==> config.mk <==
export PLATFORM = sky130hd
export DESIGN_NAME = psag_core
export DESIGN_NICKNAME = d
export VERILOG_FILES = /design/src/psag_pkg.sv /design/src/psag_core.sv
export SDC_FILE = /design/constraint.sdc
export NUM_CORES = 1
export LEC_CHECK = 0
export BUFFER_PORTS_ARGS = -buffer_cell sky130_fd_sc_hd__buf_2
export CORE_MARGIN = 5
export CORE_UTILIZATION = 45
export DETAILED_ROUTE_END_ITERATION = 16
export PLACE_DENSITY = 0.71
export RECOVER_POWER = 50
export SLEW_MARGIN = 20
export SYNTH_ARGS = -nofsm -noshare
export SYNTH_HDL_FRONTEND = slang
export SYNTH_SLANG_ARGS = --single-unit
==> constraint.sdc <==
create_clock -name pclk -period 4.18 [get_ports pclk]
set_clock_uncertainty 0.2 [all_clocks]
set_input_delay 0.627 -clock pclk [delete_from_list [all_inputs] [get_ports pclk]]
set_output_delay 0.627 -clock pclk [all_outputs]
set_load 0.05 [all_outputs]
==> src/psag_pkg.sv <==
// constants, types and register map of the program space address generator
package psag_pkg;
    // ************************************************************
    // widths
    // ************************************************************
    localparam int DW = 16;
    localparam int PW = 24;
    localparam int PCW = 23;
    localparam int FAW = 13;
    localparam int PGW = 8;
    localparam int WINW = 15;
    localparam int DISIW = 14;
    localparam int LIT5W = 5;
    // ************************************************************
    // register map and fields
    // ************************************************************
    localparam logic [7:0] OFS_TBL_PAGE = 8'h00;
    localparam logic [7:0] OFS_WIN_PAGE = 8'h04;
    localparam logic [7:0] OFS_CORE_CTRL = 8'h08;
    localparam logic [7:0] OFS_STATUS = 8'h0c;
    localparam logic [7:0] OFS_LAST_EA = 8'h10;
    localparam logic [7:0] OFS_LAST_PADDR = 8'h14;
    localparam int CTRL_WIN_EN_BIT = 2;
    localparam int PAGE_CFG_BIT = 7;
    localparam int ST_BUSY_BIT = 0;
    localparam int ST_WIN_BIT = 1;
    localparam int ST_CFG_BIT = 2;
    localparam int ST_DROP_BIT = 3;
    localparam logic [7:0] TBL_PAGE_RST = 8'h00;
    localparam logic [7:0] WIN_PAGE_RST = 8'h00;
    localparam logic [2:0] CORE_CTRL_RST = 3'h0;
    localparam logic [22:0] PC_RST = 23'h000000;
    localparam logic [22:0] PC_STEP = 23'h000002;
    // ************************************************************
    // types
    // ************************************************************
    typedef enum logic [3:0] {
        M_FILE = 4'h0, M_REG = 4'h1, M_IND = 4'h2, M_POST = 4'h3,
        M_PRE = 4'h4, M_IDX = 4'h5, M_LIT = 4'h6, M_LIT5 = 4'h7,
        M_BRA = 4'h8, M_INTERRUPT_DISABLE_INSTR = 4'h9
    } psag_mode_t;
    typedef enum logic [2:0] {
        OP_NONE = 3'h0, OP_RD = 3'h1, OP_WR = 3'h2, OP_TRL = 3'h3,
        OP_TRH = 3'h4, OP_TWL = 3'h5, OP_TWH = 3'h6
    } psag_op_t;
    typedef enum logic [1:0] {
        ST_IDLE = 2'b00, ST_WEXT = 2'b01, ST_FETCH = 2'b10
    } psag_state_t;
    typedef struct packed {
        psag_mode_t mode;
        psag_op_t op;
        logic byte_mode;
        logic share_off;
        logic [15:0] ptr;
        logic [15:0] base;
        logic [15:0] lit;
        logic [15:0] modv;
        logic [12:0] faddr;
        logic [15:0] wdata;
    } psag_req_t;
endpackage : psag_pkg

==> src/psag_core.sv <==
// address generation for data, table and program space window accesses
// How it works
// - file-register mode takes the 13-bit field as a direct near-data address
// - operand one is register direct; operand two is register, memory or 5-bit literal
// - plain indirect uses the pointer value unchanged as address
// - post-modify uses pointer as address, then adds the constant to it
// - pre-modify adds the signed constant first, then uses the new pointer
// - indexed mode adds pointer and base offset register
// - literal-offset mode adds pointer and instruction literal
// - source and destination share one base offset field
// - branch carries a 16-bit signed literal; interrupt disable a 14-bit count
// - table address is table page above the 16-bit address
// - table page top bit set selects configuration memory
// - window address is zero, window page, low 15 address bits
// - table accesses need no alignment and may read configuration space
// - program counter steps by two per program word
// - table read low word returns program bits 15..0
// - table read low byte picks upper byte when select is one
// - table read high word returns bits 23..16, upper byte zero
// - table read high byte returns zero for the phantom byte
// - only table high operations reach program bits 23..16
// - window accesses are read-only and return only the low word
// - window used only when address top bit and window enable are set
// - a window read takes one extra cycle for two fetches
//
// Added by the designer: register access over APB and the register addresses.
`timescale 1ns/100ps
module psag_core
    import psag_pkg::*;
#(
    parameter int AW = 8
) (
    input wire logic pclk,
    input wire logic presetn,
    input wire logic psel,
    input wire logic penable,
    input wire logic pwrite,
    input wire logic [AW-1:0] paddr,
    input wire logic [31:0] pwdata,
    output logic [31:0] prdata,
    output logic pready,
    output logic pslverr,
    input wire logic req_valid,
    input wire psag_req_t req,
    input wire logic pc_step,
    input wire logic [PW-1:0] pmem_rdata,
    output logic busy,
    output logic [DW-1:0] ea,
    output logic [DW-1:0] ptr_wb,
    output logic ptr_wb_en,
    output logic [DW-1:0] operand_value,
    output logic dmem_en,
    output logic dmem_we,
    output logic [DW-1:0] dmem_addr,
    output logic [DW-1:0] dmem_wdata,
    output logic pmem_rd,
    output logic pmem_we,
    output logic pmem_cfg,
    output logic [PW-1:0] pmem_addr,
    output logic [PW-1:0] pmem_wdata,
    output logic [2:0] pmem_wmask,
    output logic rd_valid,
    output logic [DW-1:0] rd_data,
    output logic [PCW-1:0] pc,
    output logic [DISIW-1:0] interrupt_disable_instr_count
);
    // ************************************************************
    // helpers
    // ************************************************************
    function automatic logic [DW-1:0] add16(input logic [DW-1:0] a, input logic [DW-1:0] b);
        add16 = a + b;
    endfunction : add16
    function automatic logic [DW-1:0] fmt(input psag_op_t op, input logic bm,
                                          input logic sel, input logic [PW-1:0] w);
        fmt = w[15:0];
        if (op == OP_TRH) begin
            fmt = (bm && sel) ? 16'h0000 : {8'h00, w[23:16]};
        end else if (bm) begin
            fmt = sel ? {8'h00, w[15:8]} : {8'h00, w[7:0]};
        end
    endfunction : fmt
    // ************************************************************
    // registers and state
    // ************************************************************
    logic [PGW-1:0] tbl_page_r;
    logic [PGW-1:0] win_page_r;
    logic [2:0] core_ctrl_r;
    logic drop_r;
    logic last_win_r;
    logic last_cfg_r;
    logic [DW-1:0] base_hold_r;
    psag_state_t state_r;
    psag_state_t state_nxt;
    psag_op_t op_r;
    logic bm_r;
    logic [DW-1:0] ea_r;
    logic [PW-1:0] pmem_addr_r;
    logic pready_r;
    logic busy_r;
    logic apb_done;
    logic apb_wr;
    logic [DW-1:0] eff;
    logic [DW-1:0] ptr_new;
    logic wb;
    logic [DW-1:0] base_sel;
    logic accept;
    logic is_tbl;
    logic is_tbl_rd;
    logic win_hit;
    logic win_rd;
    logic win_wr;
    logic [PW-1:0] paddr_nxt;

    assign accept = req_valid && (state_r == ST_IDLE);
    assign apb_done = psel && penable && pready_r;
    assign apb_wr = apb_done && pwrite;
    assign busy = busy_r;
    assign ea = ea_r;
    assign pmem_addr = pmem_addr_r;
    assign pready = pready_r;

    // ************************************************************
    // effective address
    // ************************************************************
    always_comb begin
        base_sel = req.share_off ? base_hold_r : req.base;
        eff = 16'h0000;
        ptr_new = req.ptr;
        wb = 1'b0;
        case (req.mode)
            M_FILE: eff = {3'h0, req.faddr};
            M_IND: eff = req.ptr;
            M_POST: begin
                eff = req.ptr;
                ptr_new = add16(req.ptr, req.modv);
                wb = 1'b1;
            end
            M_PRE: begin
                ptr_new = add16(req.ptr, req.modv);
                eff = ptr_new;
                wb = 1'b1;
            end
            M_IDX: eff = add16(req.ptr, base_sel);
            M_LIT: eff = add16(req.ptr, req.lit);
            default: eff = 16'h0000;
        endcase
    end

    always_comb begin
        is_tbl = (req.op == OP_TRL) || (req.op == OP_TRH) ||
                 (req.op == OP_TWL) || (req.op == OP_TWH);
        is_tbl_rd = (req.op == OP_TRL) || (req.op == OP_TRH);
        win_hit = eff[15] && core_ctrl_r[CTRL_WIN_EN_BIT];
        win_rd = (req.op == OP_RD) && win_hit;
        win_wr = (req.op == OP_WR) && win_hit;
        if (is_tbl) begin
            paddr_nxt = {tbl_page_r, eff};
        end else begin
            paddr_nxt = {1'b0, win_page_r, eff[WINW-1:0]};
        end
    end

    // ************************************************************
    // sequencing of program memory reads
    // ************************************************************
    always_comb begin
        state_nxt = state_r;
        case (state_r)
            ST_IDLE: begin
                if (accept && win_rd) begin
                    state_nxt = ST_WEXT;
                end else if (accept && is_tbl_rd) begin
                    state_nxt = ST_FETCH;
                end
            end
            ST_WEXT: state_nxt = ST_FETCH;
            ST_FETCH: state_nxt = ST_IDLE;
            default: state_nxt = ST_IDLE;
        endcase
    end

    always_ff @(posedge pclk or negedge presetn) begin
        if (!presetn) begin
            state_r <= ST_IDLE;
            busy_r <= 1'b0;
        end else begin
            state_r <= state_nxt;
            busy_r <= (state_nxt != ST_IDLE);
        end
    end

    // ************************************************************
    // address outputs
    // ************************************************************
    always_ff @(posedge pclk or negedge presetn) begin
        if (!presetn) begin
            ea_r <= 16'h0000;
            ptr_wb <= 16'h0000;
            ptr_wb_en <= 1'b0;
            operand_value <= 16'h0000;
            dmem_en <= 1'b0;
            dmem_we <= 1'b0;
            dmem_addr <= 16'h0000;
            dmem_wdata <= 16'h0000;
            pmem_we <= 1'b0;
            pmem_cfg <= 1'b0;
            pmem_addr_r <= 24'h000000;
            pmem_wdata <= 24'h000000;
            pmem_wmask <= 3'h0;
            op_r <= OP_NONE;
            bm_r <= 1'b0;
            base_hold_r <= 16'h0000;
        end else begin
            ptr_wb_en <= accept && wb;
            dmem_en <= accept && ((req.op == OP_RD) || (req.op == OP_WR)) && !win_hit;
            dmem_we <= accept && (req.op == OP_WR) && !win_hit;
            pmem_we <= accept && ((req.op == OP_TWL) || (req.op == OP_TWH));
            if (accept) begin
                ea_r <= eff;
                ptr_wb <= ptr_new;
                op_r <= win_rd ? OP_RD : req.op;
                bm_r <= req.byte_mode;
                dmem_addr <= eff;
                dmem_wdata <= req.wdata;
                pmem_addr_r <= paddr_nxt;
                pmem_cfg <= is_tbl && tbl_page_r[PAGE_CFG_BIT];
                pmem_wdata <= {req.wdata[7:0], req.wdata};
                pmem_wmask <= 3'h0;
                if (req.op == OP_TWL) begin
                    pmem_wmask <= !req.byte_mode ? 3'h3 : (eff[0] ? 3'h2 : 3'h1);
                    pmem_wdata <= {8'h00, eff[0] && req.byte_mode ? {req.wdata[7:0], 8'h00} :
                                   req.wdata};
                end else if (req.op == OP_TWH) begin
                    // phantom byte write has no lane
                    pmem_wmask <= (req.byte_mode && eff[0]) ? 3'h0 : 3'h4;
                end
                if (req.mode == M_REG) begin
                    operand_value <= req.ptr;
                end else if (req.mode == M_LIT5) begin
                    operand_value <= {11'h000, req.lit[LIT5W-1:0]};
                end
                if (req.mode == M_IDX && !req.share_off) begin
                    base_hold_r <= req.base;
                end
            end
        end
    end

    // ************************************************************
    // program reads and data return
    // ************************************************************
    always_ff @(posedge pclk or negedge presetn) begin
        if (!presetn) begin
            pmem_rd <= 1'b0;
            rd_valid <= 1'b0;
            rd_data <= 16'h0000;
        end else begin
            // window read fetches twice, table read once
            pmem_rd <= (accept && (win_rd || is_tbl_rd)) || (state_r == ST_WEXT);
            rd_valid <= (state_r == ST_FETCH);
            if (state_r == ST_FETCH) begin
                rd_data <= fmt(op_r, bm_r, ea_r[0], pmem_rdata);
            end
        end
    end

    // ************************************************************
    // program counter and literal counts
    // ************************************************************
    always_ff @(posedge pclk or negedge presetn) begin
        if (!presetn) begin
            pc <= PC_RST;
            interrupt_disable_instr_count <= 14'h0000;
        end else begin
            if (accept && req.mode == M_BRA) begin
                pc <= pc + PC_STEP + {{6{req.lit[15]}}, req.lit, 1'b0};
            end else if (pc_step) begin
                pc <= pc + PC_STEP;
            end
            if (accept && req.mode == M_INTERRUPT_DISABLE_INSTR) begin
                interrupt_disable_instr_count <= req.lit[DISIW-1:0];
            end
        end
    end

    // ************************************************************
    // apb register file
    // ************************************************************
    always_ff @(posedge pclk or negedge presetn) begin
        if (!presetn) begin
            tbl_page_r <= TBL_PAGE_RST;
            win_page_r <= WIN_PAGE_RST;
            core_ctrl_r <= CORE_CTRL_RST;
        end else if (apb_wr) begin
            case (paddr)
                OFS_TBL_PAGE: tbl_page_r <= pwdata[PGW-1:0];
                OFS_WIN_PAGE: win_page_r <= pwdata[PGW-1:0];
                OFS_CORE_CTRL: core_ctrl_r[CTRL_WIN_EN_BIT] <= pwdata[CTRL_WIN_EN_BIT];
                default: core_ctrl_r <= core_ctrl_r;
            endcase
        end
    end

    always_ff @(posedge pclk or negedge presetn) begin
        if (!presetn) begin
            drop_r <= 1'b0;
            last_win_r <= 1'b0;
            last_cfg_r <= 1'b0;
        end else begin
            // a new drop beats a software clear
            if (accept && win_wr) begin
                drop_r <= 1'b1;
            end else if (apb_wr && paddr == OFS_STATUS && pwdata[ST_DROP_BIT]) begin
                drop_r <= 1'b0;
            end
            if (accept) begin
                last_win_r <= win_rd;
                last_cfg_r <= is_tbl && tbl_page_r[PAGE_CFG_BIT];
            end
        end
    end

    always_ff @(posedge pclk or negedge presetn) begin
        if (!presetn) begin
            pready_r <= 1'b0;
            prdata <= 32'h00000000;
            pslverr <= 1'b0;
        end else begin
            pready_r <= psel && penable && !pready_r;
            if (psel && penable && !pready_r) begin
                pslverr <= 1'b0;
                prdata <= 32'h00000000;
                case (paddr)
                    OFS_TBL_PAGE: prdata <= {24'h000000, tbl_page_r};
                    OFS_WIN_PAGE: prdata <= {24'h000000, win_page_r};
                    OFS_CORE_CTRL: prdata <= {29'h00000000, core_ctrl_r};
                    OFS_STATUS: prdata <= {28'h0000000, drop_r, last_cfg_r, last_win_r, busy};
                    OFS_LAST_EA: prdata <= {16'h0000, ea_r};
                    OFS_LAST_PADDR: prdata <= {8'h00, pmem_addr_r};
                    default: pslverr <= 1'b1;
                endcase
            end
        end
    end
endmodule : psag_core

Yosys cells after proc, flatten, opt, wreduce, memory -nomap -nowiden:

Index checks and enable logic that the tools add are counted.

* output and inout bits: 226
* register bits: 251
* bits of input ports: 173
* word-level logic and storage cells: 137

* add/subtract/negate cells: 5
* equality and inequality tests: 23
* mux-type cells: 28
* reduce and logical (&&, ||, !) cells: 51

Operator list (number)
* $pmux W24 S6: 1
* $mux W16: 7
* $pmux W16 S5: 1
* $add A16 B16 Y16: 3
* $mux W24: 2
* $mux W23: 2
* $logic_and A1 B1 Y1: 26
* $add A23 B2 Y23 const B: 1
* $add A23 B23 Y23: 1
* $eq A4 B3 Y1 const B: 4
* $eq A8 B4 Y1 const B: 2
* $eq A8 B5 Y1 const B: 2
* $mux W8: 2
* $eq A3 B3 Y1 const B: 4
* $mux W3: 4
* $reduce_and A2 Y1: 5
* $eq A4 B2 Y1 const B: 2
* $eq A4 B4 Y1 const B: 2
* $eq A8 B3 Y1 const B: 1
* $logic_not A8 Y1: 1
* $mux W2: 4
* $reduce_bool A2 Y1: 4
* $logic_or A1 B1 Y1: 7
* $eq A3 B2 Y1 const B: 2
* other kinds (11): 17

Logic depth before layout (Yosys ltp):

* depth in word-level cells: 9
* mapped depth: 14
* mapped depth without buffers: 14

Least setup slack after synthesis:

Ideal clock, no wire load.

* path kind: reg-to-reg
* start point: register pc[3]
* end point: register pc[16]
* data required time: 3.860 ns
* buffers on the path: 1
* library setup time: 0.120 ns
* path slack: 0.254 ns
* arrival: 3.607 ns
* cell stages (with the launch flop): 13
* period minus slack after synthesis: 3.926 ns
* cell sequence: dfrtp_1 > clkbuf_2 > nand3_1 > nor4_1 > and4_1 > xor2_1 > ha_1 > o21a_1 > o21a_1 > o21a_1 > a21boi_0 > or4_1 > and3_1

* cells in the longest elaborated chain, start to end: 3
* elaborated cells on any way between the ends: 4
* those cells by class: add/sub: 2; mux: 2

Ends and longest elaborated chain
* start: declaration: line psag_core.sv:64 `output logic [PCW-1:0] pc,`
* start signal: assignment: line psag_core.sv:276 `pc <= pc + PC_STEP + {{6{req.lit[15]}}, req.lit, 1'b0};`
* start signal: assignment: line psag_core.sv:278 `pc <= pc + PC_STEP;`
* $add A23 B2 Y23 *: line psag_core.sv:276, psag_core.sv:278
* $add A23 B23 Y23 or $mux W23 (tied branches): line psag_core.sv:276, psag_core.sv:277
* $mux W23 *: line psag_core.sv:275 `if (accept && req.mode == M_BRA) begin`

Every way passes the cells marked *; elsewhere a longest branch is shown, timed or not. The select of a mux whose other input is x is not followed.
A chain may end at the register's enable or synchronous reset.

Worst setup path after layout:

* start point: register pc[1]
* end point: register pc[16]

Same word-level chain as after synthesis.

==> metrics.md <==
| Metric | Value |
|---|---|
| DRC | 0 |
| # Max-Cap Violations | 3 |
| Final setup viols | 0 |
| DR iter-0 viols | 863 |
| Slew at the pin closest to its max-slew limit | 3004 ps |
| R2R cell count | 13 |
| Initial antenna violation count | 4 |
| Synth Flop Type | dfrtp_1 |
| Root Driver | clkbuf_16 |
| H-tree depth | 1 |
| Hold Crit Class | input port to register |
| Vias | 11966 |
| Cell Chain, Critical Path | ha_1 -> nand3_1 -> nor2_1 -> nand3_2 -> xnor2_1 -> ha_1 -> a21o_1 -> a21oi_1 -> o31ai_1 -> a21oi_1 -> a21boi_0 -> or4_1 -> and3_1 |
| Synthesis-to-finish area growth | 19.99% |
| Fin Hold WS | 110.8 ps |
| Register area share after synthesis | 0.4222 |
| Critical path start-end classification | register to register |
| CTS buffer count | 26 |
| PortBufs | 365 |
| Slew margin rel. | -1.003 |
| I/O pin cnt | 399 |
| Crit share post-route | 0.9306 |
| Die area | 33320 um2 |
| Crit end category | register |
| DR pass1 iterations | 5 |
| Setup TNS | 0 ps |
| Hold_buf cts | 0 |
| Initial Util | 0.4543 |
| Gr ovfl total | 0 |
| RR Startpoint | pc[1]$_DFFE_PN0P_ |
| FP Rows | 63 |
| Routed Antenna Nets | 0 |
| Share of post-route cells with drive strength above 1 | 0.2384 |
| Die height | 182.5 um |
| Vias in the first global route | 11762 |
| Synth Instances | 1412 |
| Crit path required time | 4390 ps |
| Hold path cells | 3 |
| Clock transition at path regs | 60 ps |
| Cell Count Post-Placement | 2087 |
| Setup bufs post-CTS | 0 |
| DPL Wire Length | 33090 um |
| Final min period | 3890 ps |
| Slowest stage delay, CP | 450 ps |
| Fmax | 257.1 MHz |
| Global-route wire length before repair | 66710 um |
| Aggregate routed wire length | 43410 um |
| Worst path slowest cell | dfrtp_1 |
| Pleak | 0.007745 uW |
| Hold endpoint | dmem_wdata[8]$_DFFE_PN0P_ |
| Layout Cells excl Fill | 2132 |
| RR Endpoint | pc[16]$_DFFE_PN0P_ |
| Die X | 182.5 um |
| VDD IR max | 0.0004790 V |
| Longest Clk Path Bufs | 3 |
| Nets@finish | 1955 |
| Dominant cells by area after synthesis | dfrtp_1 (42%), nand2_1 (6.3%), ha_1 (5.0%), o21ai_0 (4.6%), mux2i_1 (4.2%) |
| Post-synth cell types | 73 |
| Via/cell ratio | 5.613 |
| FF-to-FF setup slack | 290 ps |
| Wirelength per Cell | 20.36 um |
| Gpl congestion | 0.9474 |
| Synth top area share | 0.4222 |
| Count leader, synth | dfrtp_1 |
| Clock Latency Late Sink | 530 ps |
| Post_cts resized | 0 |
| Core area | 29480 um2 |
| Power per cell area | 553.2 nW/um2 |
| Failing checks | max-capacitance violations, max-slew violations |
| HP Start | req[8] |
| Post-synth top cells | dfrtp_1 (226), nand2_1 (225), o21ai_0 (122) |
| Hold Vio Cnt, Final | 0 |
| GR Util All Layers | 0.2479 |
| EDFF count, synth | 0 |
| Pins Over Slew Limit | 180 |
| Synth area leader | dfrtp_1 |
| Critical path arrival | 4100 ps |
| Crit Path Max Fanout | 7 |
| Synth Cell Area | 13390 um2 |
| Synth Register Bits | 226 |
| Clock Sinks | 226 |
| Async SR Flop Fraction | 1.000 |
| Synthesized area per cell | 9.486 um2 |
| Largest net degree at the start of global routing | 116 |
| CP startpoint kind | register |
| Status | complete, but fails checks |
| Warnings from Yosys | 0 |
| CTS tree | done |
## logic make-up (layout without fill, tap and decap cells)
| group | Yosys count | count (layout) | synth area share |
|---|---|---|---|
| compound gates | 385 | 385 | 0.1853 |
| other cells | 1 | 10 | 0.0002800 |
| mux | 107 | 107 | 0.08575 |
| xor+xnor | 80 | 80 | 0.05231 |
| buf+inv | 135 | 456 | 0.05231 |
| simple gates | 421 | 421 | 0.1468 |
| flops | 226 | 226 | 0.4222 |
| fa+ha+maj | 57 | 57 | 0.05493 |
## report_power, final
part           internal [uW]  switching, uW  total [uW]  leakage, uW
Clock                   1320            916        2240     0.000410
Combinational           1160           2630        3790      0.00444
Sequential              2530            342        2870      0.00290
Total                   5000           3890        8890      0.00775
## cell usage in the layout, fill, tap and decap left out, drive strengths merged, types with 7 or more instances in the layout
master	synthesis	routed
a211oi	15	15
a21o	21	21
a21oi	80	80
a22o	49	49
a31oi	8	8
and2	10	10
and3	10	10
buf	60	306
clkbuf	53	122
conb	1	9
dfrtp	226	226
ha	54	54
inv	22	23
mux2	49	49
mux2i	57	57
nand2	225	225
nand3	36	36
nand4	12	12
nor2	62	62
nor2b	8	8
nor3	16	16
o211ai	7	7
o21a	11	11
o21ai	127	127
o31ai	14	14
xnor2	51	51
xor2	29	29
## flip-flops by register name, indices dropped and copies added (netlist names), 14 cells and up
signal	cells
base_hold_r	16
dmem_wdata	16
ea	16
interrupt_disable_instr_count	14
operand_value	16
pc	22
pmem_wdata	24
prdata	24
ptr_wb	16
rd_data	16
## worst max-delay path by stage
stage	startpoint	end	slack, ps	depth (start not counted)
2_1_floorplan	pc[3]$_DFFE_PN0P_	pc[16]$_DFFE_PN0P_	250	12
3_3_place_gp	pc[1]$_DFFE_PN0P_	pc[16]$_DFFE_PN0P_	330	13
3_5_place_dp	pc[1]$_DFFE_PN0P_	pc[16]$_DFFE_PN0P_	240	13
4_1_cts	pc[1]$_DFFE_PN0P_	pc[16]$_DFFE_PN0P_	210	13
5_1_grt	pc[1]$_DFFE_PN0P_	pc[20]$_DFFE_PN0P_	-30	13
6_report	pc[1]$_DFFE_PN0P_	pc[16]$_DFFE_PN0P_	290	13
## routing by layer
metal | vias up | wire (um) | track usage
li1 | 5664 | - | -
met1 | 5747 | 17910 | 0.3267
met2 | 459 | 20370 | 0.4113
met3 | 90 | 3590 | 0.04804
met4 | 6 | 1513 | 0.08286
met5 | - | 33 | 0
## per-stage QoR
| step | area, um2 | util | power (uW) | worst slack [ps] |
|---|---|---|---|---|
| after floorplan | 13420 | - | 5737 | 253.6 |
| after global placement | 15350 | 0.5208 | 6637 | 325.7 |
| after detailed placement | 15350 | 0.5208 | 6700 | 240.1 |
| after CTS | 16180 | 0.5489 | 8972 | 213.9 |
| after global routing | 16070 | 0.5452 | 9363 | -25.16 |
| final | 16070 | 0.5452 | 8891 | 290.3 |
## critical path, delay by kind of cell, from the launching register on
kind | cells | cell delay [ps]
fa+ha+maj | 2 | 630
xor+xnor | 1 | 210
flops | 1 | 450
simple gates | 5 | 1360
compound gates | 5 | 920
## area by class of cell
class	count	area [um2]
fillers	2727	13410
flip-flops and latches	226	5655
diodes	1	2.502
inverters	22	82.58
well taps	390	488.0
clock inverters	6	58.81
multi-input cells	1059	7084
repair buffers	390	1933
clock buffers	38	767.0
Power figures use the tool's default switching activity.
